File: config.mk
export PLATFORM = sky130hd
export DESIGN_NAME = charger_status_config_regs
export DESIGN_NICKNAME = d
export VERILOG_FILES = /design/src/logic/charger_regs_pkg.sv /design/src/logic/charger_status_config_regs.sv
export VERILOG_INCLUDE_DIRS = /design/src /design/src/logic
export SDC_FILE = /design/constraint.sdc
export NUM_CORES = 1
export LEC_CHECK = 0
export ABC_CLOCK_PERIOD_IN_PS = 3400
export BUFFER_PORTS_ARGS = -buffer_cell sky130_fd_sc_hd__buf_2
export CAP_MARGIN = 5
export CORE_UTILIZATION = 50
export DETAILED_ROUTE_END_ITERATION = 7
export HOLD_SLACK_MARGIN = 0.08
export PLACE_DENSITY = 0.74
export SYNTH_ARGS = -nofsm -noshare
export SYNTH_HDL_FRONTEND = slang
export SYNTH_SLANG_ARGS = --single-unit
File: constraint.sdc
create_clock -name clock_i -period 3.4 [get_ports clock_i]
set_input_delay 0 -clock clock_i [delete_from_list [all_inputs] [get_ports clock_i]]
set_output_delay 0 -clock clock_i [all_outputs]
set_load 0.02 [all_outputs]
File: src/logic/charger_regs_consts.svh
// Constants for the charger status and configuration register bank
`ifndef CHARGER_REGS_CONSTS_SVH
`define CHARGER_REGS_CONSTS_SVH
`define SLAVE_ADDR          7'h48
`define OFS_STATUS          8'h01
`define OFS_CONFIG_MAIN     8'h02
`define OFS_CONFIG_CURRENTS 8'h03
`define RST_CONFIG_MAIN     8'h6f
`define RST_CONFIG_CURRENTS 8'h54
`define CURRENTS_RW_MASK    8'hfc
`define BIT_HOT             7
`define BIT_COLD            6
`define BIT_OVP             5
`define BIT_ACTIVE          3
`define BIT_PGOOD           2
`define BIT_REDUCE          1
`define RELEASE_DELAY_MS    100
`define CLOCK_MHZ           100
`define RELEASE_CYCLES      (`RELEASE_DELAY_MS * 1000 * `CLOCK_MHZ)
`endif

File: src/logic/charger_regs_pkg.sv
// Types for the charger status and configuration register bank
package charger_regs_pkg;
  typedef enum logic [2:0] {
    ST_IDLE = 3'b000,
    ST_ADDR = 3'b001,
    ST_ACK  = 3'b011,
    ST_DATA = 3'b010,
    ST_RACK = 3'b110,
    ST_SKIP = 3'b111
  } i2c_state_t;
endpackage

File: src/logic/charger_status_config_regs.sv
// Charger status/configuration registers behind an I2C slave port
`timescale 1ns/1ps
`include "charger_regs_consts.svh"

// Function
// RL1: Undervoltage lockout loads all register defaults
// RL2: Reset loads defaults; reset output released 100ms later
// RL3: Status register is read-only
// RL4: Status bit 7 shows battery too hot
// RL5: Status bit 6 shows battery too cold
// RL6: Status bit 5 shows input overvoltage
// RL7: Status bit 3 shows charging active
// RL8: Status bit 2 shows input power valid
// RL9: Status bit 1 shows current reduction active
// RL10: Config bits 7..6 select system rail
// RL11: Battery-tracking rail forces power-path threshold
// RL12: Config bits 5..4 select input current limit
// RL13: Input current code 11 means suspend
// RL14: Config bit 3 enables thermal regulation
// RL15: Config bit 2 enables timer slowdown
// RL16: Config bit 1 enables charge termination
// RL17: Config bit 0 enables charger
// RL18: Currents bits 7..6 select precharge factor
// RL19: Currents bits 5..4 scale charge current
// RL20: Currents bits 3..2 select termination factor
// RL21: Suspend turns input switch off, battery on
// RL22: I2C slave at address 1001000
// RL23: Unmapped register reads return zero
// RL24: Unused bits ignore writes, read fixed
module charger_status_config_regs #(
  parameter int unsigned RELEASE_CYCLES = `RELEASE_CYCLES
) (
  // Clock and reset
  input  wire logic       clock_i,
  input  wire logic       rstn_i,
  input  wire logic       undervoltage_lockout_i,
  output logic            reset_out_o,
  // I2C pins
  input  wire logic       scl_i,
  input  wire logic       sda_i,
  output logic            sda_o,
  output logic            sda_oe_o,
  // Analog status inputs
  input  wire logic       battery_too_hot_flag_i,
  input  wire logic       battery_too_cold_flag_i,
  input  wire logic       input_overvoltage_flag_i,
  input  wire logic       charging_active_flag_i,
  input  wire logic       input_power_valid_flag_i,
  input  wire logic       current_reduction_active_flag_i,
  // Configuration outputs
  output logic [1:0]      system_rail_select_o,
  output logic            power_path_threshold_forced_o,
  output logic [1:0]      input_current_limit_select_o,
  output logic            input_dynamic_power_path_enable_o,
  output logic            bus_suspend_o,
  output logic            input_switch_on_o,
  output logic            battery_switch_on_o,
  output logic            thermal_regulation_enable_o,
  output logic            timer_slowdown_enable_o,
  output logic            termination_enable_o,
  output logic            charger_enable_o,
  output logic [1:0]      precharge_current_factor_o,
  output logic [1:0]      charge_current_scale_o,
  output logic [1:0]      termination_current_factor_o
);
  import charger_regs_pkg::*;

  // Pin and status synchronisers, two stages each
  logic [8:0] sync1_reg;
  logic [8:0] sync2_reg;
  wire  [8:0] raw_in = {scl_i, sda_i, undervoltage_lockout_i,
                        battery_too_hot_flag_i, battery_too_cold_flag_i,
                        input_overvoltage_flag_i, charging_active_flag_i,
                        input_power_valid_flag_i, current_reduction_active_flag_i};
  always_ff @(posedge clock_i or negedge rstn_i) begin
    if (!rstn_i) begin
      sync1_reg <= 9'h180; // Pins idle high so no false edge follows reset
      sync2_reg <= 9'h180;
    end else begin
      sync1_reg <= raw_in;
      sync2_reg <= sync1_reg;
    end
  end
  wire scl_s = sync2_reg[8];
  wire sda_s = sync2_reg[7];
  wire undervoltage_lockout_s = sync2_reg[6];

  // Previous pin levels for edge and start/stop detection
  logic scl_d_reg;
  logic sda_d_reg;
  always_ff @(posedge clock_i or negedge rstn_i) begin
    if (!rstn_i) begin
      scl_d_reg <= 1'b1;
      sda_d_reg <= 1'b1;
    end else begin
      scl_d_reg <= scl_s;
      sda_d_reg <= sda_s;
    end
  end
  wire scl_rise = scl_s & ~scl_d_reg;
  wire scl_fall = ~scl_s & scl_d_reg;
  wire start_c  = scl_s & scl_d_reg & sda_d_reg & ~sda_s;
  wire stop_c   = scl_s & scl_d_reg & ~sda_d_reg & sda_s;

  // Defaults load on lockout as well as on reset
  wire load_defaults = undervoltage_lockout_s; // RL1

  // Reset output release counter; held low during lockout
  logic [$clog2(RELEASE_CYCLES+1)-1:0] rel_cnt_reg;
  wire rel_done = (rel_cnt_reg == ($clog2(RELEASE_CYCLES+1))'(RELEASE_CYCLES));
  always_ff @(posedge clock_i or negedge rstn_i) begin
    if (!rstn_i) begin
      rel_cnt_reg <= '0;
    end else if (load_defaults) begin
      rel_cnt_reg <= '0; // RL2
    end else if (!rel_done) begin
      rel_cnt_reg <= rel_cnt_reg + 1'b1;
    end
  end
  assign reset_out_o = rel_done; // RL2

  // Register storage
  logic [7:0] config_main_reg;
  logic [7:0] config_currents_reg;

  // Live status word; bits 4 and 0 fixed at zero
  wire [7:0] status_word = {sync2_reg[5], sync2_reg[4], sync2_reg[3], 1'b0,
                            sync2_reg[2], sync2_reg[1], sync2_reg[0], 1'b0}; // RL4 RL5 RL6 RL7 RL8 RL9 RL24

  // I2C slave engine
  i2c_state_t state_reg;
  logic [7:0] shift_reg;
  logic [3:0] bit_cnt_reg;
  logic       rw_reg;
  logic       first_byte_reg; // Pointer byte still to come
  logic       addr_phase_reg; // Ack in progress belongs to the address byte
  logic [7:0] ptr_reg;
  logic       sda_drive_reg;

  // Read data selection; unmapped addresses read as zero
  logic [7:0] read_word;
  assign read_word = (ptr_reg == `OFS_STATUS)          ? status_word :
                     (ptr_reg == `OFS_CONFIG_MAIN)     ? config_main_reg :
                     (ptr_reg == `OFS_CONFIG_CURRENTS) ? config_currents_reg :
                     8'h00; // RL23

  wire addr_match = (shift_reg[7:1] == `SLAVE_ADDR); // RL22
  wire wr_byte    = (state_reg == ST_ACK) && scl_fall && !first_byte_reg && !rw_reg &&
                    !addr_phase_reg;

  // Bus protocol sequencer; ignored entirely while defaults load
  always_ff @(posedge clock_i or negedge rstn_i) begin
    if (!rstn_i) begin
      state_reg      <= ST_IDLE;
      shift_reg      <= 8'h00;
      bit_cnt_reg    <= 4'h0;
      rw_reg         <= 1'b0;
      first_byte_reg <= 1'b0;
      addr_phase_reg <= 1'b0;
      ptr_reg        <= 8'h00;
      sda_drive_reg  <= 1'b0;
    end else if (load_defaults || stop_c) begin
      state_reg     <= ST_IDLE;
      sda_drive_reg <= 1'b0;
    end else if (start_c) begin
      state_reg     <= ST_ADDR; // RL22
      bit_cnt_reg   <= 4'h0;
      sda_drive_reg <= 1'b0;
    end else begin
      case (state_reg)
        ST_ADDR, ST_DATA: begin
          if (scl_rise && !(state_reg == ST_DATA && rw_reg)) begin
            shift_reg   <= {shift_reg[6:0], sda_s};
            bit_cnt_reg <= bit_cnt_reg + 4'h1;
          end
          if (scl_rise && state_reg == ST_DATA && rw_reg) begin
            bit_cnt_reg <= bit_cnt_reg + 4'h1;
          end
          if (scl_fall && state_reg == ST_DATA && rw_reg) begin
            if (bit_cnt_reg == 4'h8) begin
              sda_drive_reg <= 1'b0;
              state_reg     <= ST_RACK;
            end else begin
              sda_drive_reg <= ~shift_reg[7 - bit_cnt_reg[2:0]];
            end
          end else if (scl_fall && bit_cnt_reg == 4'h8) begin
            if (state_reg == ST_ADDR && !addr_match) begin
              state_reg <= ST_SKIP;
            end else begin
              if (state_reg == ST_ADDR) begin
                rw_reg         <= shift_reg[0];
                first_byte_reg <= ~shift_reg[0];
                addr_phase_reg <= 1'b1;
              end
              sda_drive_reg <= 1'b1; // Acknowledge by pulling low
              state_reg     <= ST_ACK;
            end
          end
        end
        ST_ACK: begin
          if (scl_fall) begin
            bit_cnt_reg    <= 4'h0;
            addr_phase_reg <= 1'b0;
            if (rw_reg) begin
              shift_reg     <= read_word;
              sda_drive_reg <= ~read_word[7];
              ptr_reg       <= ptr_reg + 8'h01;
            end else begin
              sda_drive_reg <= 1'b0;
              // Shift register still holds the address here, so it must not become the pointer
              if (first_byte_reg && !addr_phase_reg) begin
                ptr_reg        <= shift_reg;
                first_byte_reg <= 1'b0;
              end else if (!addr_phase_reg) begin
                ptr_reg <= ptr_reg + 8'h01;
              end
            end
            state_reg <= ST_DATA;
          end
        end
        ST_RACK: begin
          if (scl_rise) begin
            if (sda_s) begin
              state_reg <= ST_SKIP; // Master ends read with no-ack
            end else begin
              state_reg <= ST_ACK;
            end
          end
        end
        ST_SKIP: begin
          sda_drive_reg <= 1'b0;
        end
        default: begin
          state_reg <= ST_IDLE;
        end
      endcase
    end
  end
  // Open-drain: the line only ever goes low
  assign sda_o    = 1'b0;
  assign sda_oe_o = sda_drive_reg;

  // Config stores; the status address has no storage, so writes drop
  wire wr_main     = wr_byte && (ptr_reg == `OFS_CONFIG_MAIN);
  wire wr_currents = wr_byte && (ptr_reg == `OFS_CONFIG_CURRENTS); // RL3
  always_ff @(posedge clock_i or negedge rstn_i) begin
    if (!rstn_i) begin
      config_main_reg     <= `RST_CONFIG_MAIN; // RL2
      config_currents_reg <= `RST_CONFIG_CURRENTS;
    end else if (load_defaults) begin
      config_main_reg     <= `RST_CONFIG_MAIN; // RL1
      config_currents_reg <= `RST_CONFIG_CURRENTS;
    end else begin
      if (wr_main) begin
        config_main_reg <= shift_reg;
      end
      if (wr_currents) begin
        config_currents_reg <= (shift_reg & `CURRENTS_RW_MASK) |
                               (`RST_CONFIG_CURRENTS & ~`CURRENTS_RW_MASK); // RL24
      end
    end
  end

  // Field decode toward the power path and charger
  assign system_rail_select_o          = config_main_reg[7:6]; // RL10
  assign power_path_threshold_forced_o = (config_main_reg[7:6] == 2'b00); // RL11
  assign input_current_limit_select_o  = config_main_reg[5:4]; // RL12
  assign input_dynamic_power_path_enable_o = ~config_main_reg[5]; // RL12
  assign bus_suspend_o       = (config_main_reg[5:4] == 2'b11) | sync2_reg[3]; // RL13 overvoltage too
  assign input_switch_on_o   = ~bus_suspend_o; // RL21
  assign battery_switch_on_o = 1'b1; // RL21
  assign thermal_regulation_enable_o  = config_main_reg[3]; // RL14
  assign timer_slowdown_enable_o      = config_main_reg[2]; // RL15
  assign termination_enable_o         = config_main_reg[1]; // RL16
  assign charger_enable_o             = config_main_reg[0]; // RL17
  assign precharge_current_factor_o   = config_currents_reg[7:6]; // RL18
  assign charge_current_scale_o       = config_currents_reg[5:4]; // RL19
  assign termination_current_factor_o = config_currents_reg[3:2]; // RL20

  // Checks
  property p_undervoltage_lockout_defaults;
    @(posedge clock_i) disable iff (!rstn_i)
      undervoltage_lockout_s |=> (config_main_reg == `RST_CONFIG_MAIN);
  endproperty
  a_undervoltage_lockout_defaults: assert property (p_undervoltage_lockout_defaults) else $error("no defaults in lockout"); // RL1
  property p_reset_low;
    @(posedge clock_i) disable iff (!rstn_i) undervoltage_lockout_s |=> !reset_out_o;
  endproperty
  a_reset_low: assert property (p_reset_low) else $error("reset out high in lockout"); // RL2
  property p_status_ro;
    @(posedge clock_i) disable iff (!rstn_i)
      wr_byte && ptr_reg == `OFS_STATUS |=> $stable(config_main_reg) && $stable(config_currents_reg);
  endproperty
  a_status_ro: assert property (p_status_ro) else $error("status write changed store"); // RL3
  property p_hot;
    @(posedge clock_i) disable iff (!rstn_i) $past(battery_too_hot_flag_i, 2) == status_word[7];
  endproperty
  a_hot: assert property (p_hot) else $error("hot bit wrong"); // RL4
  property p_fixed_bits;
    @(posedge clock_i) disable iff (!rstn_i)
      status_word[4] == 1'b0 && status_word[0] == 1'b0 && config_currents_reg[1:0] == 2'b00;
  endproperty
  a_fixed_bits: assert property (p_fixed_bits) else $error("fixed bits changed"); // RL24
  property p_suspend;
    @(posedge clock_i) disable iff (!rstn_i)
      config_main_reg[5:4] == 2'b11 |-> bus_suspend_o && !input_switch_on_o && battery_switch_on_o;
  endproperty
  a_suspend: assert property (p_suspend) else $error("suspend switches wrong"); // RL13
  property p_unmapped;
    @(posedge clock_i) disable iff (!rstn_i) ptr_reg > `OFS_CONFIG_CURRENTS |-> read_word == 8'h00;
  endproperty
  a_unmapped: assert property (p_unmapped) else $error("unmapped read nonzero"); // RL23
  property p_write_main;
    @(posedge clock_i) disable iff (!rstn_i)
      wr_main && !load_defaults |=> config_main_reg == $past(shift_reg);
  endproperty
  a_write_main: assert property (p_write_main) else $error("config write lost"); // RL17
  property p_rail_force;
    @(posedge clock_i) disable iff (!rstn_i)
      power_path_threshold_forced_o == (system_rail_select_o == 2'b00);
  endproperty
  a_rail_force: assert property (p_rail_force) else $error("threshold force wrong"); // RL11
  property p_status;
    @(posedge clock_i) disable iff (!rstn_i)
      {status_word[6:5], status_word[3:1]} == {$past(battery_too_cold_flag_i, 2),
        $past(input_overvoltage_flag_i, 2), $past(charging_active_flag_i, 2),
        $past(input_power_valid_flag_i, 2), $past(current_reduction_active_flag_i, 2)};
  endproperty
  a_status: assert property (p_status) else $error("status bit wrong"); // RL5 RL6 RL7 RL8 RL9
  property p_ovp_standby;
    @(posedge clock_i) disable iff (!rstn_i)
      $past(input_overvoltage_flag_i, 2) |-> bus_suspend_o && !input_switch_on_o;
  endproperty
  a_ovp_standby: assert property (p_ovp_standby) else $error("overvoltage left input on"); // RL21
  property p_skip_quiet;
    @(posedge clock_i) disable iff (!rstn_i) state_reg == ST_SKIP |-> !sda_oe_o;
  endproperty
  a_skip_quiet: assert property (p_skip_quiet) else $error("sda driven in skip"); // RL22
  property p_release_holds;
    @(posedge clock_i) disable iff (!rstn_i) reset_out_o && !load_defaults |=> reset_out_o;
  endproperty
  a_release_holds: assert property (p_release_holds) else $error("reset out fell"); // RL2
  property p_write_currents;
    @(posedge clock_i) disable iff (!rstn_i)
      wr_currents && !load_defaults |=> config_currents_reg[7:2] == $past(shift_reg[7:2]);
  endproperty
  a_write_currents: assert property (p_write_currents) else $error("currents write lost"); // RL19
  c_skip: cover property (@(posedge clock_i) disable iff (!rstn_i) state_reg == ST_SKIP);
  c_write_main: cover property (@(posedge clock_i) disable iff (!rstn_i) wr_main);
  c_read_status: cover property (@(posedge clock_i) disable iff (!rstn_i)
    state_reg == ST_ACK && rw_reg && ptr_reg == `OFS_STATUS);
  c_release: cover property (@(posedge clock_i) disable iff (!rstn_i) $rose(reset_out_o));
endmodule // charger_status_config_regs

# Yosys cells after proc, flatten, opt, wreduce, memory -nomap -nowiden

Cells that the tools add are included.

Register bits after elaboration: 87
Word-level logic and storage cells: 164
Bits in writable memories: 0
ROM bits: 0
Bits of input ports: 11
Memories: 0
Latch bits: 0
Output and inout port bits: 22

Reductions and logical operators: 36
Add/sub/neg operators: 4
$lt $le $gt $ge: 1
Multipliers: 0
Shifts and indexed selects: 0
Equality and inequality tests: 31
Bitwise logic cells: 21
Div/mod/pow operators: 0
Mux-type cells: 56

Operator list:

| operator                                             | number |
|---|---|
| two-way mux 8 bit                                    | 13 |
| two-way mux 24 bit                                   | 2 |
| < comparator 32 x 4 -> 1 bit (second input constant) | 1 |
| two-way mux 3 bit                                    | 9 |
| adder 24 x 1 -> 24 bit (second input constant)       | 1 |
| equality test 24 bit (second input constant)         | 1 |
| two-way mux 1 bit                                    | 21 |
| equality test 8 x 2 -> 1 bit (second input constant) | 2 |
| two-way mux 4 bit                                    | 4 |
| != test 2 bit (second input constant)                | 8 |
| case mux 8 bit (2 select lines)                      | 1 |
| logical AND 1 bit                                    | 15 |
| != test 5 bit (second input constant)                | 3 |
| NOT 1 bit                                            | 13 |
| case mux 3 bit (4 select lines)                      | 1 |
| AND reduction 10 bit                                 | 1 |
| AND reduction 5 bit                                  | 2 |
| adder 8 x 1 -> 8 bit (second input constant)         | 1 |
| equality test 8 x 1 -> 1 bit (second input constant) | 1 |
| != test 4 bit (second input constant)                | 2 |
| case mux 4 bit (2 select lines)                      | 1 |
| AND reduction 4 bit                                  | 2 |
| AND reduction 8 bit                                  | 1 |
| AND 1 bit                                            | 7 |
| other kinds (25)                                     | 36 |

# Logic depth before layout (Yosys ltp)

Gate-level depths: netlist of the first run.

Depth in word-level cells: 10
Depth in mapped cells: 8
Mapped depth without buffers: 7

# Worst setup path after synthesis of the first run

OpenSTA, ideal clock, no wires.

Path kind: register to register
From: reg scl_d_reg
To: reg sda_drive_reg (netlist: sda_oe_o)
Period minus slack after synthesis: 2.069 ns
Data arrival time: 1.941 ns
Stages on the path, launching flop included: 7
Setup time: 0.128 ns
Path slack: 1.331 ns
Required time: 3.272 ns
Path buffers: 1
Cell sequence: dfstp_2 -> nand2b_1 -> buf_2 -> or4_4 -> or4_1 -> a32oi_1 -> a211oi_1

Longest elaborated chain between the ends: 7
Elaborated cells between the ends (all ways): 19
Classes of those cells: eq/ne (3); mux (4); bitwise (6); reduce/logical (6)

Ends and longest elaborated chain:

| element                         | RTL line                          | RTL |
|---|---|---|
| start, declared                 | charger_status_config_regs.sv:89  | `logic scl_d_reg;` |
| start signal, assigned          | charger_status_config_regs.sv:96  | `scl_d_reg <= scl_s;` |
| AND 1 bit                       | charger_status_config_regs.sv:101 | `wire scl_fall = ~scl_s & scl_d_reg;` |
| logical AND 1 bit (2 in a row)  | charger_status_config_regs.sv:179 | `if (scl_fall && state_reg == ST_DATA && rw_reg) begin` |
| two-way mux 1 bit               | charger_status_config_regs.sv:179 |  |
| case mux 1 bit (3 select lines) | charger_status_config_regs.sv:170 | `case (state_reg)` |
| two-way mux 1 bit               | charger_status_config_regs.sv:165 | `end else if (start_c) begin` |
| two-way mux 1 bit               | charger_status_config_regs.sv:162 | `end else if (load_defaults \|\| stop_c) begin` |
| end signal, assigned            | charger_status_config_regs.sv:184 | `sda_drive_reg <= ~shift_reg[7 - bit_cnt_reg[2:0]];` |
| end signal, assigned            | charger_status_config_regs.sv:206 | `sda_drive_reg <= ~read_word[7];` |
| end, declared                   | charger_status_config_regs.sv:138 | `logic sda_drive_reg;` |

Parallel ways exist; a longest one is shown, timed or not.
A chain may end at the register's enable or synchronous reset.

# Worst setup path in the final report of the first run

Same ends and word-level chain as after synthesis.

==> summary.txt, run 1 <==
Power
  • Power per cell area: 427 nW/um^2
  • Total Power: around 2.1 mW
  • Worst vdd ir: about 0.29 mV
  • Gate power share: approximately 7.9%
  • Sw Ratio: 25.5%
  • Clock Power Share: roughly two fifths
  • Leakage: 2.18 nW
  • Reg power frac: 53.6%
  • NetSw: ~0.53 mW
  • Internal power: 1.55 mW

GRT
  • Met3 usage in global routing: 5.18%
  • Maximum number of pins on one net before global-route repair: 86
  • Vias in the first global route: 3269
  • Most used routing layer: met2
  • GR Util met2: 37.1%
  • GRT Total Usage: 23.4%
  • First-pass GRT wire length: between 15000 and 20000 um
  • M1 GR Usage: 33.1%
  • Antenna violations before repair: 0
  • Gr ovfl total: 0

STA
  • Rel. slew slack: between 20 and 30%
  • Final Hold Violating Endpoints: 0
  • Fmax achieved: 0.408 GHz
  • RSZ-0062 raised after global routing: no
  • Slew Limit Fails: 0
  • Least-Margin Pin Slew: between 1000 and 1500 ps
  • Setup TNS: 0 ps
  • Setup Skew: 16.1 ps
  • Min Tclk post-route: 2450 ps
  • Final Cycle Share: 72.0%
  • Final setup fails: 0
  • Worst hold margin: 280 ps
  • Worst Slack Setup Final: 951 ps

Worst setup path
  • Max stage delay cell, worst path: dfstp_2
  • Reg2Reg Depth: 5
  • CP cell instances: nand2b_1 > or4_4 > or4_1 > a32oi_1 > a211oi_1
  • R2R setup slack: approximately 950 ps
  • Critical path's largest stage delay: 640 ps
  • R2r endpoint: sda_oe_o
  • Worst r2r src: scl_d_reg
  • Critical Path Source Type: flop
  • Crit path kind: flop to flop
  • Critical Path End Type: flop
  • WP data arrival: about 2700 ps
  • Worst-path fanout max: 12
  • Worst EP required: 3630 ps

Floorplan
  • IO Pins: 33
  • Die X: about 95 um
  • Die Span Y: 95.2 um
  • Initial core utilization: 52.3%
  • # rows: 33
  • Core area: 8300 um^2
  • Die ar.: 9060 um^2

Finish
  • Final cell count without fillers: between 500 and 600
  • Max FFs per register: 24
  • Register area: roughly 2100 um^2
  • Cell area after layout: approximately 4900 um^2
  • Area Growth Syn to Fin: 11.9%
  • Multi-input logic area: 2030 um^2
  • Fraction of layout cells with a size suffix above 1: between 10% and 20%
  • Fillers: 703
  • Core Util, Final: 58.6%
  • Number of nets in the layout: 493
  • Most frequent cells in the layout: dfrtp_1 (70), nand2_1 (48), nor2_1 (34), buf_2 (29), a21oi_1 (27)
  • Commonest non-fill, non-tap cell in the layout: dfrtp_1
  • Diode count: 0

Flow run
  • Max-Cap Viols: 0

Detailed routing
  • Drt via density: 5.88
  • Antenna viol nets, final: 0
  • Initial DRC count: 223
  • Drc violations: 0
  • Total Routed Length: between 9000 and 10000 um
  • Drt wl/cell: ~17 um
  • Via count: 3442
  • DR pass1 iterations: 5

Logic synthesis
  • Post-synth EDFFs: 0
  • Post-synthesis net count: 463
  • Synth area leaders: dfrtp_1 (40%), dfstp_2 (9.1%), nand2_1 (4.1%)
  • Share of the yosys chip area belonging to registers: 49.4%
  • Post-synth cell types: 53
  • Top cell type by total area after synthesis: dfrtp_1
  • FF+latch count, synth: 85
  • Syn avg cell area: slightly below 10 um^2
  • Asr flop ratio synth: between 90% and 100%
  • Ys flop type: dfrtp_1
  • Synth Warn #: 0
  • Synth top area share: about 40%
  • Mapped Area: 4340 um^2
  • Cell count after synthesis: 445

Clocking
  • Htree depth: 3
  • Root Buffer: clkbuf_8
  • Post-CTS Setup Bufs: 0
  • CTS tree: built
  • Worst-skew pair later-pin latency: 350 ps
  • Max clock buf depth: 2
  • Clock slew at reported path FFs: 100 ps
  • Num CTS Buffers: 9
  • CTS Sinks: 85

Hold path
  • Worst Hold Depth: 2
  • Worst min path class: input pin to flop
  • Hold Crit Endpoint: sync1_reg[1]
  • Hold path start: input_power_valid_flag_i

Placed design
  • DP Cell Count: 559
  • IO Port Bufs: 30
  • Hpwl dp: 6510 um
  • Cell Area, Placed: 4540 um^2
  • Pre-CTS setup slack: approximately 960 ps
  • Gpl congestion: 0.848

Outcome
  • Status: finished clean
==> cell usage after synthesis (3+ instances only) <==
cell type  count
a211oi_1       4
a21o_1         4
a21oi_1       27
a2bb2oi_1      7
a31oi_1        3
and2_1         5
and3_1        10
buf_2          4
clkbuf_1      16
dfrtp_1       70
dfstp_2       15
ha_1           7
inv_1         20
mux2_2         9
mux2i_1       17
nand2_1       48
nand2b_1       5
nand3_1       22
nand3b_1       7
nand4_1       11
nor2_1        34
nor3_1         5
nor4_1         3
o21ai_0       26
o22ai_1        4
o31ai_1        4
or3_1          4
or4_1          3
xnor2_1        4
xor2_1        16
==> worst max path at each step <==
stage	start	end	slack [ps]	cells past startpoint
floorplan	scl_d_reg	sda_oe_o	1330	6
global placement	scl_d_reg	sda_oe_o	970	5
detailed placement	scl_d_reg	sda_oe_o	960	5
CTS	scl_d_reg	sda_oe_o	940	5
global route	state_reg[2]	config_currents_reg[7]	780	5
finish	scl_d_reg	sda_oe_o	950	5
==> power by group through the flow <==
stage	Sequential, mW	Clock, mW	Combinational (mW)
2_1_floorplan	1.10	0	0.127
4_1_cts	1.11	0.820	0.166
3_5_place_dp	1.13	0	0.155
3_3_place_gp	1.13	0	0.149
6_report	1.11	0.799	0.163
5_1_grt	1.12	0.857	0.187
==> timing repair <==
item,4_1_cts,5_1_grt
endpoints found under the hold margin,79,0
hold buffers,10,0
resized for setup,0,0
==> routing by layer <==
layer | vias to the layer above | wire length, um
met5 | - | 0
met4 | 0 | 88
met3 | 6 | 465
met2 | 87 | 4680
met1 | 1703 | 4630
li1 | 1646 | -
==> logic make-up (layout without fill, tap and decap cells) <==
| family | after synthesis | after routing | synth area share (%) |
|---|---|---|---|
| compound gates | 92 | 92 | 13.2 |
| xor+xnor | 20 | 20 | 4.03 |
| fa+ha+maj | 7 | 7 | 2.02 |
| buf+inv | 42 | 77 | 3.92 |
| flops | 85 | 85 | 49.4 |
| mux | 27 | 27 | 6.77 |
| other cells | 2 | 2 | 0.173 |
| simple gates | 170 | 170 | 20.4 |
==> area by class of cell <==
type                       count  share of cell area (%)
timing repair buffer          41                    5.35
multi-input combinational    318                    41.7
clock inverter                 6                    1.93
clock buffer                  10                    2.62
inverter                      20                    1.54
tap                          105                    2.70
sequential                    85                    44.1
==> worst max-delay path: cells and delay by family, from the launching register on <==
| kind | cells | cell delay, ps |
|---|---|---|
| compound gates | 2 | 300 |
| flops | 1 | 640 |
| simple gates | 3 | 1380 |
(Power assumes the default switching activity.)
==> run 2: changes to the inputs <==
ABC_AREA = 1   (was default)
ABC_CLOCK_PERIOD_IN_PS = 2000   (was 3400)
PLACE_DENSITY = 0.77   (was 0.74)
clock period = 2 ns   (was 3.4 ns; I/O delays follow)
==> summary.txt, run 2 <==
Floorplan
  • Die X: 99 um (+4.0%)
  • # rows: 35 (+6.1%)
  • Die Span Y: 99 um (+4.0%)
  • Core area: 9200 um^2 (+11%)
  • Initial core utilization: 51.2% (-1.2 points)
  • IO Pins: 33 (unchanged)
  • Die ar.: 9800 um^2 (+8.1%)

Flow run
  • Max-Cap Viols: 0 (unchanged)

Logic synthesis
  • Asr flop ratio synth: 100% (unchanged)
  • Dominant cell by count in the synthesized netlist: nand2_1
  • Synth area leaders: dfrtp_1 (37%), nand2_1 (12%), dfstp_2 (8.4%)
  • FF+latch count, synth: 85 (unchanged)
  • Post-synthesis net count: 634 (+37%)
  • Mapped Area: 4700 um^2 (+8.3%)
  • Cell count after synthesis: 616 (+38%)
  • Post-synth top cells: nand2_1 (154), inv_1 (75), nor2_1 (75), dfrtp_1 (70), nand3_1 (48)
  • Ys flop type: dfrtp_1
  • Synth Warn #: 0 (unchanged)
  • Share of the yosys chip area belonging to registers: 45.6% (-3.8 points)
  • Top cell type by total area after synthesis: dfrtp_1
  • Post-synth EDFFs: 0 (unchanged)
  • Post-synth cell types: 35 (-34%)
  • Synth top area share: 37.2% (-3.1 points)
  • Syn avg cell area: 7.64 um^2 (-22%)

Clocking
  • Max clock buf depth: 2 (unchanged)
  • CTS tree: built
  • Clock slew at reported path FFs: 100 ps (about the same)
  • CTS Sinks: 85 (unchanged)
  • Worst-skew pair later-pin latency: 370 ps (+20 ps)
  • Htree depth: 3 (unchanged)
  • Root Buffer: clkbuf_8
  • Num CTS Buffers: 9 (unchanged)

STA
  • Least-Margin Pin Slew: 706 ps (-360 ps)
  • Final setup fails: 0 (unchanged)
  • Slew Limit Fails: 0 (unchanged)
  • Final Hold Violating Endpoints: 0 (unchanged)
  • Fmax achieved: 0.543 GHz (+33%)
  • Final Cycle Share: 92.0% (+20 points)
  • Setup Skew: 11.0 ps (-5.09 ps)
  • Rel. slew slack: 52.5% (+24 points)
  • RSZ-0062 raised after global routing: no
  • Min Tclk post-route: 1840 ps (-608 ps)
  • Setup TNS: 0 ps (unchanged)

Worst setup path
  • WP data arrival: 2100 ps (-580 ps)
  • Worst-path fanout max: 11 (-1)
  • Crit path kind: flop to flop
  • Critical Path Source Type: flop
  • Max stage delay cell, worst path: dfstp_2
  • CP cell instances: nand2_1 > inv_2 > nand3_1 > nand2_1 > inv_2 > nand2_1 > inv_1 > a21oi_1 > a21oi_1
  • Largest delay contributor family on the critical path: flip-flops
  • Critical path's largest stage delay: 590 ps (-50 ps)
  • Critical Path End Type: flop
  • Worst EP required: 2260 ps (-1370 ps)
  • Crit path top cell by count: nand2_1
  • WP buf/inv: 3 (+3)

GRT
  • Antenna violations before repair: 0 (unchanged)
  • GRT Total Usage: 24.6% (+1.1 points)
  • Vias in the first global route: 4129 (+26%)
  • Gr ovfl total: 0 (unchanged)
  • Maximum number of pins on one net before global-route repair: 48 (-44%)
  • First-pass GRT wire length: 19100 um (+19%)

Finish
  • Fraction of layout cells with a size suffix above 1: 17.3% (+1.6 points)
  • Final cell count without fillers: 777 (+33%)
  • Commonest non-fill, non-tap cell in the layout: nand2_1
  • Diode count: 0 (unchanged)
  • Number of nets in the layout: 679 (+38%)
  • Max FFs per register: 24 (unchanged)
  • Most frequent cells in the layout: nand2_1 (154), inv_1 (75), nor2_1 (74), dfrtp_1 (69), nand3_1 (48)
  • Area Growth Syn to Fin: 12.2%

Placed design
  • IO Port Bufs: 30 (unchanged)
  • Hpwl dp: 8170 um (+25%)
  • Gpl congestion: 0.931 (+9.8%)
  • DP Cell Count: 751 (+34%)

Power
  • Reg power frac: 49.8% (-3.8 points)
  • Power per cell area: 780 nW/um^2 (+83%)
  • Sw Ratio: 35.5% (+10 points)
  • Total Power: 4.12 mW (+99%)
  • Clock Power Share: 29.9% (-8.6 points)
  • NetSw: 1.46 mW (+180%)
  • Internal power: 2.65 mW (+72%)
  • Worst vdd ir: 0.376 mV (+32%)
  • Leakage: 2.50 nW (+14%)
  • Gate power share: 20.3% (+12 points)

Detailed routing
  • Drt via density: 5.47 (-7.1%)
  • Drc violations: 0 (unchanged)
  • Initial DRC count: 308 (+38%)
  • Drt wl/cell: 14.6 um (-13%)
  • Antenna viol nets, final: 0 (unchanged)
  • Via count: 4249 (+23%)
  • Total Routed Length: 11400 um (+15%)
  • DR pass1 iterations: 5 (unchanged)

Hold path
  • Worst min path class: input pin to asynchronous set/reset pin

Outcome
  • Status: finished clean
==> run 2: cell count changes in the layout (fill, tap and decap cells not counted), moves of 12 or more <==
cell / before / now
inv_1: 20 / 75
nand3_1: 22 / 48
nand2_1: 48 / 154
mux2i_1: 17 / 0
nor2_1: 34 / 74
xor2_1: 16 / 4
==> run 2: what timing repair did <==
action	CTS	global route
endpoints found under the hold margin	88	0
hold buffers	10	0
setup buffers	0	0
resized for setup	0	2
endpoints found under the setup margin	0	5
==> run 2: worst register-to-register path, delay by kind of cell (launching register included) <==
kind                   cells  cell delay, ps
AOI/OAI and AO/OA          2             240
and+or+nand+nor            4             580
DFF                        1             590
buffers and inverters      3             330
==> run 2: final cells by class <==
type / instances / area, um^2
clock buffers: 9 / 124
clock inverters: 7 / 78.8
fillers: 874 / 3920
inverters: 86 / 325
multi-input cells: 435 / 2170
flip-flops and latches: 85 / 2150
well taps: 111 / 139
repair buffers: 44 / 295
==> run 2: cell families after synthesis <==
family,synth area share [%]
AND/OR/NAND/NOR,33.5
adder cells (fa/ha/maj),1.86
other,0.160
XOR/XNOR,0.745
AO/OA/AOI/OAI,9.81
buffers and inverters,8.30
flip-flops,45.6
==> run 2: through the flow <==
step	cell area (um^2)	worst slack (ps)	hold slack, ps	utilization [%]
2_1_floorplan	4700	411	-296	-
3_3_place_gp	4970	266	-6.05	54.1
3_5_place_dp	4970	201	5.65	54.1
4_1_cts	5280	155	147	57.4
5_1_grt	5280	4.91	175	57.4
6_report	5280	159	126	57.4
==> run 2: worst paths after layout <==
check                                    startpoint            to  slack, ps  depth (start not counted)
max reg2reg                            sync2_reg[8]    ptr_reg[7]        160                          9
min in group clock_i       input_power_valid_flag_i  sync1_reg[1]        270                          2
max in group asynchronous                    rstn_i  sync2_reg[8]       1170                          3
min reg2reg                            sync1_reg[2]  sync2_reg[2]        360                          0
max                                    sync2_reg[8]    ptr_reg[7]        160                          9
min                                          rstn_i    ptr_reg[3]        130                          2
==> run 2: layer usage <==
layer / share of wire, % / track usage [%] / wire length, um / vias up
met5: 0 / 0 / 0 / -
met4: 1.9 / 8.96 / 214 / 0
met3: 4.6 / 3.90 / 522 / 23
met2: 50 / 41.4 / 5620 / 134
met1: 44 / 32.0 / 4990 / 2038
li1: - / - / - / 2054
==> run 2: power groups by stage <==
stage	logic (mW)	clock network, mW	registers [mW]
2_1_floorplan	0.620	0	2.02
3_3_place_gp	0.780	0	2.06
3_5_place_dp	0.802	0	2.07
4_1_cts	0.830	1.26	2.04
5_1_grt	0.947	1.33	2.07
6_report	0.837	1.23	2.05
==> run 3: changes to the inputs <==
GPL_TIMING_DRIVEN = 0   (was default)
==> summary.txt, run 3 (synthesis results as in run 2) <==
Detailed routing
  • Total Routed Length: 10700 um (-6.1%)
  • Initial DRC count: 352 (+14%)
  • Drc violations: 0 (unchanged)
  • Drt via density: 5.29 (-3.3%)
  • Antenna viol nets, final: 0 (unchanged)
  • Via count: 4149 (-2.4%)
  • DR pass1 iterations: 5 (unchanged)
  • Drt wl/cell: 13.6 um (-7.1%)

Power
  • Reg power frac: 48.7% (-1.1 points)
  • Worst vdd ir: 0.490 mV (+30%)
  • Total Power: 4.13 mW (+0.20%)
  • Gate power share: 21.2% (+0.9 points)
  • Leakage: 2.54 nW (+1.7%)
  • Clock Power Share: 30.1% (+0.2 points)
  • Power per cell area: 772 nW/um^2 (-1.0%)
  • NetSw: 1.45 mW (-0.70%)
  • Sw Ratio: 35.2% (-0.32 points)
  • Internal power: 2.67 mW (+0.69%)

STA
  • Final Cycle Share: 90.2% (-1.8 points)
  • Setup TNS: 0 ps (unchanged)
  • Setup Skew: 17.4 ps (+6.34 ps)
  • Final Hold Violating Endpoints: 0 (unchanged)
  • Fmax achieved: 0.554 GHz (+2.0%)
  • Least-Margin Pin Slew: 837 ps (+131 ps)
  • Final setup fails: 0 (unchanged)
  • Worst Slack Setup Final: 196 ps (+36.8 ps)
  • RSZ-0062 raised after global routing: no
  • Rel. slew slack: 44.0% (-8.5 points)
  • Min Tclk post-route: 1800 ps (-36.8 ps)
  • Slew Limit Fails: 0 (unchanged)

GRT
  • Vias in the first global route: 4121 (-0.19%)
  • Gr ovfl total: 0 (unchanged)
  • First-pass GRT wire length: 18400 um (-3.6%)
  • GRT Total Usage: 23.6% (-0.96 points)
  • Maximum number of pins on one net before global-route repair: 68 (+42%)
  • Antenna violations before repair: 0 (unchanged)

Floorplan
  • Die X: 99 um (unchanged)
  • Die ar.: 9800 um^2 (unchanged)
  • Die Span Y: 99 um (unchanged)
  • # rows: 35 (unchanged)
  • Initial core utilization: 51.2% (unchanged)
  • Core area: 9200 um^2 (unchanged)
  • IO Pins: 33 (unchanged)

Clocking
  • Num CTS Buffers: 9 (unchanged)
  • Clock slew at reported path FFs: 100 ps (about the same)
  • Post-CTS Setup Bufs: 0 (unchanged)
  • Root Buffer: clkbuf_8
  • Worst-skew pair later-pin latency: 370 ps (about the same)
  • CTS Sinks: 85 (unchanged)
  • Htree depth: 3 (unchanged)
  • Max clock buf depth: 2 (unchanged)
  • CTS tree: built

Worst setup path
  • WP data arrival: 2060 ps (-40 ps)
  • Critical Path End Type: flop
  • Crit path kind: flop to flop
  • Max stage delay cell, worst path: dfrtp_1
  • CP cell instances: buf_2 > inv_1 > ha_1 > nand2_1 > nor2_2 > nand2_1 > nand3_1 > nand2_1 > nor2_2 > nor2_1 > nand2_1 > nand2_1
  • Critical path's largest stage delay: 390 ps (-200 ps)
  • Largest delay contributor family on the critical path: simple AND/OR/NAND/NOR gates
  • Critical Path Source Type: flop
  • Worst EP required: 2250 ps (about the same)
  • Worst-path fanout max: 9 (-2)
  • WP buf/inv: 2 (-1)
  • Crit path top cell by count: nand2_1

Finish
  • Fillers: 829 (-5.1%)
  • Register area: 2150 um^2 (about the same)
  • Core Util, Final: 58.1% (+0.69 points)
  • Max FFs per register: 24 (unchanged)
  • Commonest non-fill, non-tap cell in the layout: nand2_1
  • Most frequent cells in the layout: nand2_1 (154), inv_1 (75), nor2_1 (74), dfrtp_1 (70), nand3_1 (48)
  • Diode count: 0 (unchanged)
  • Area Growth Syn to Fin: 13.6%
  • Cell area after layout: 5340 um^2 (+1.2%)
  • Number of nets in the layout: 687 (+1.2%)
  • Multi-input logic area: 2180 um^2 (+0.23%)
  • Fraction of layout cells with a size suffix above 1: 18.0% (+0.69 points)

Placed design
  • Hpwl dp: 7850 um (-3.8%)
  • Pre-CTS setup slack: 158 ps (-42.4 ps)
  • IO Port Bufs: 30 (unchanged)
  • Gpl congestion: 0.892 (-4.2%)
  • Cell Area, Placed: 5020 um^2 (+1.0%)

Flow run
  • Max-Cap Viols: 0 (unchanged)

Outcome
  • Status: finished clean

Hold path
  • Worst min path class: input pin to asynchronous set/reset pin
==> run 3: cell types whose count changed in the layout (fill, tap and decap cells not counted), sizes merged <==
| cell | previous run | this run |
|---|---|---|
| buf | 34 | 41 |
| clkinv | 4 | 3 |
| dlygate4sd3 | 10 | 11 |
| inv | 89 | 90 |
==> run 3: path summary, 6_finish.rpt <==
check                      cells after the start  slack [ps]                     end                     start
max in group asynchronous                      3         610            state_reg[0]                    rstn_i
hold reg to reg                                0         360            sync2_reg[3]              sync1_reg[3]
setup / recovery                              12         200            state_reg[0]            bit_cnt_reg[0]
min in group clock_i                           2         260            sync1_reg[3]  input_overvoltage_flag_i
hold / removal                                 3         170  config_currents_reg[7]                    rstn_i
setup reg to reg                              12         200            state_reg[0]            bit_cnt_reg[0]
==> run 3: worst min-delay path, stage by stage <==
cell,delay [ps]
dlygate4sd3_1,530
buf_4,140
buf_16,270
==> run 3: final cells by class <==
cell class,instances,share of cell area [%]
sequential,85,40.2
clock inverter,7,1.48
buffer,10,1.22
timing repair buffer,42,5.43
clock buffer,9,2.32
multi-input combinational,435,40.7
inverter,86,6.09
tap,111,2.60
==> run 3: per-layer routing <==
layer	part of all wire (%)	wire length [um]	track usage, %
met5	0	0	0
met4	1.5	155	8.38
met3	4.1	441	4.61
met2	49	5230	40.4
met1	45	4830	29.9
==> run 3: per-stage QoR <==
stage,hold slack (ps),cells
6_report,173,785
5_1_grt,212,785
4_1_cts,183,785
3_5_place_dp,-93.6,758
3_3_place_gp,109,757
2_1_floorplan,-296,616
==> run 3: power by group through the flow <==
| stage | combinational (mW) | clock [mW] | sequential [mW] |
|---|---|---|---|
| 2_1_floorplan | 0.620 | 0 | 2.02 |
| 3_3_place_gp | 0.819 | 0 | 2.03 |
| 3_5_place_dp | 0.851 | 0 | 2.04 |
| 4_1_cts | 0.872 | 1.27 | 2.00 |
| 5_1_grt | 0.994 | 1.34 | 2.03 |
| 6_report | 0.874 | 1.24 | 2.01 |
==> run 3: repair_timing <==
item                                   4_1_cts  5_1_grt
hold buffers                                11        0
setup endpoints to repair                    0        6
resized for setup                            0        2
endpoints found under the hold margin       79        0
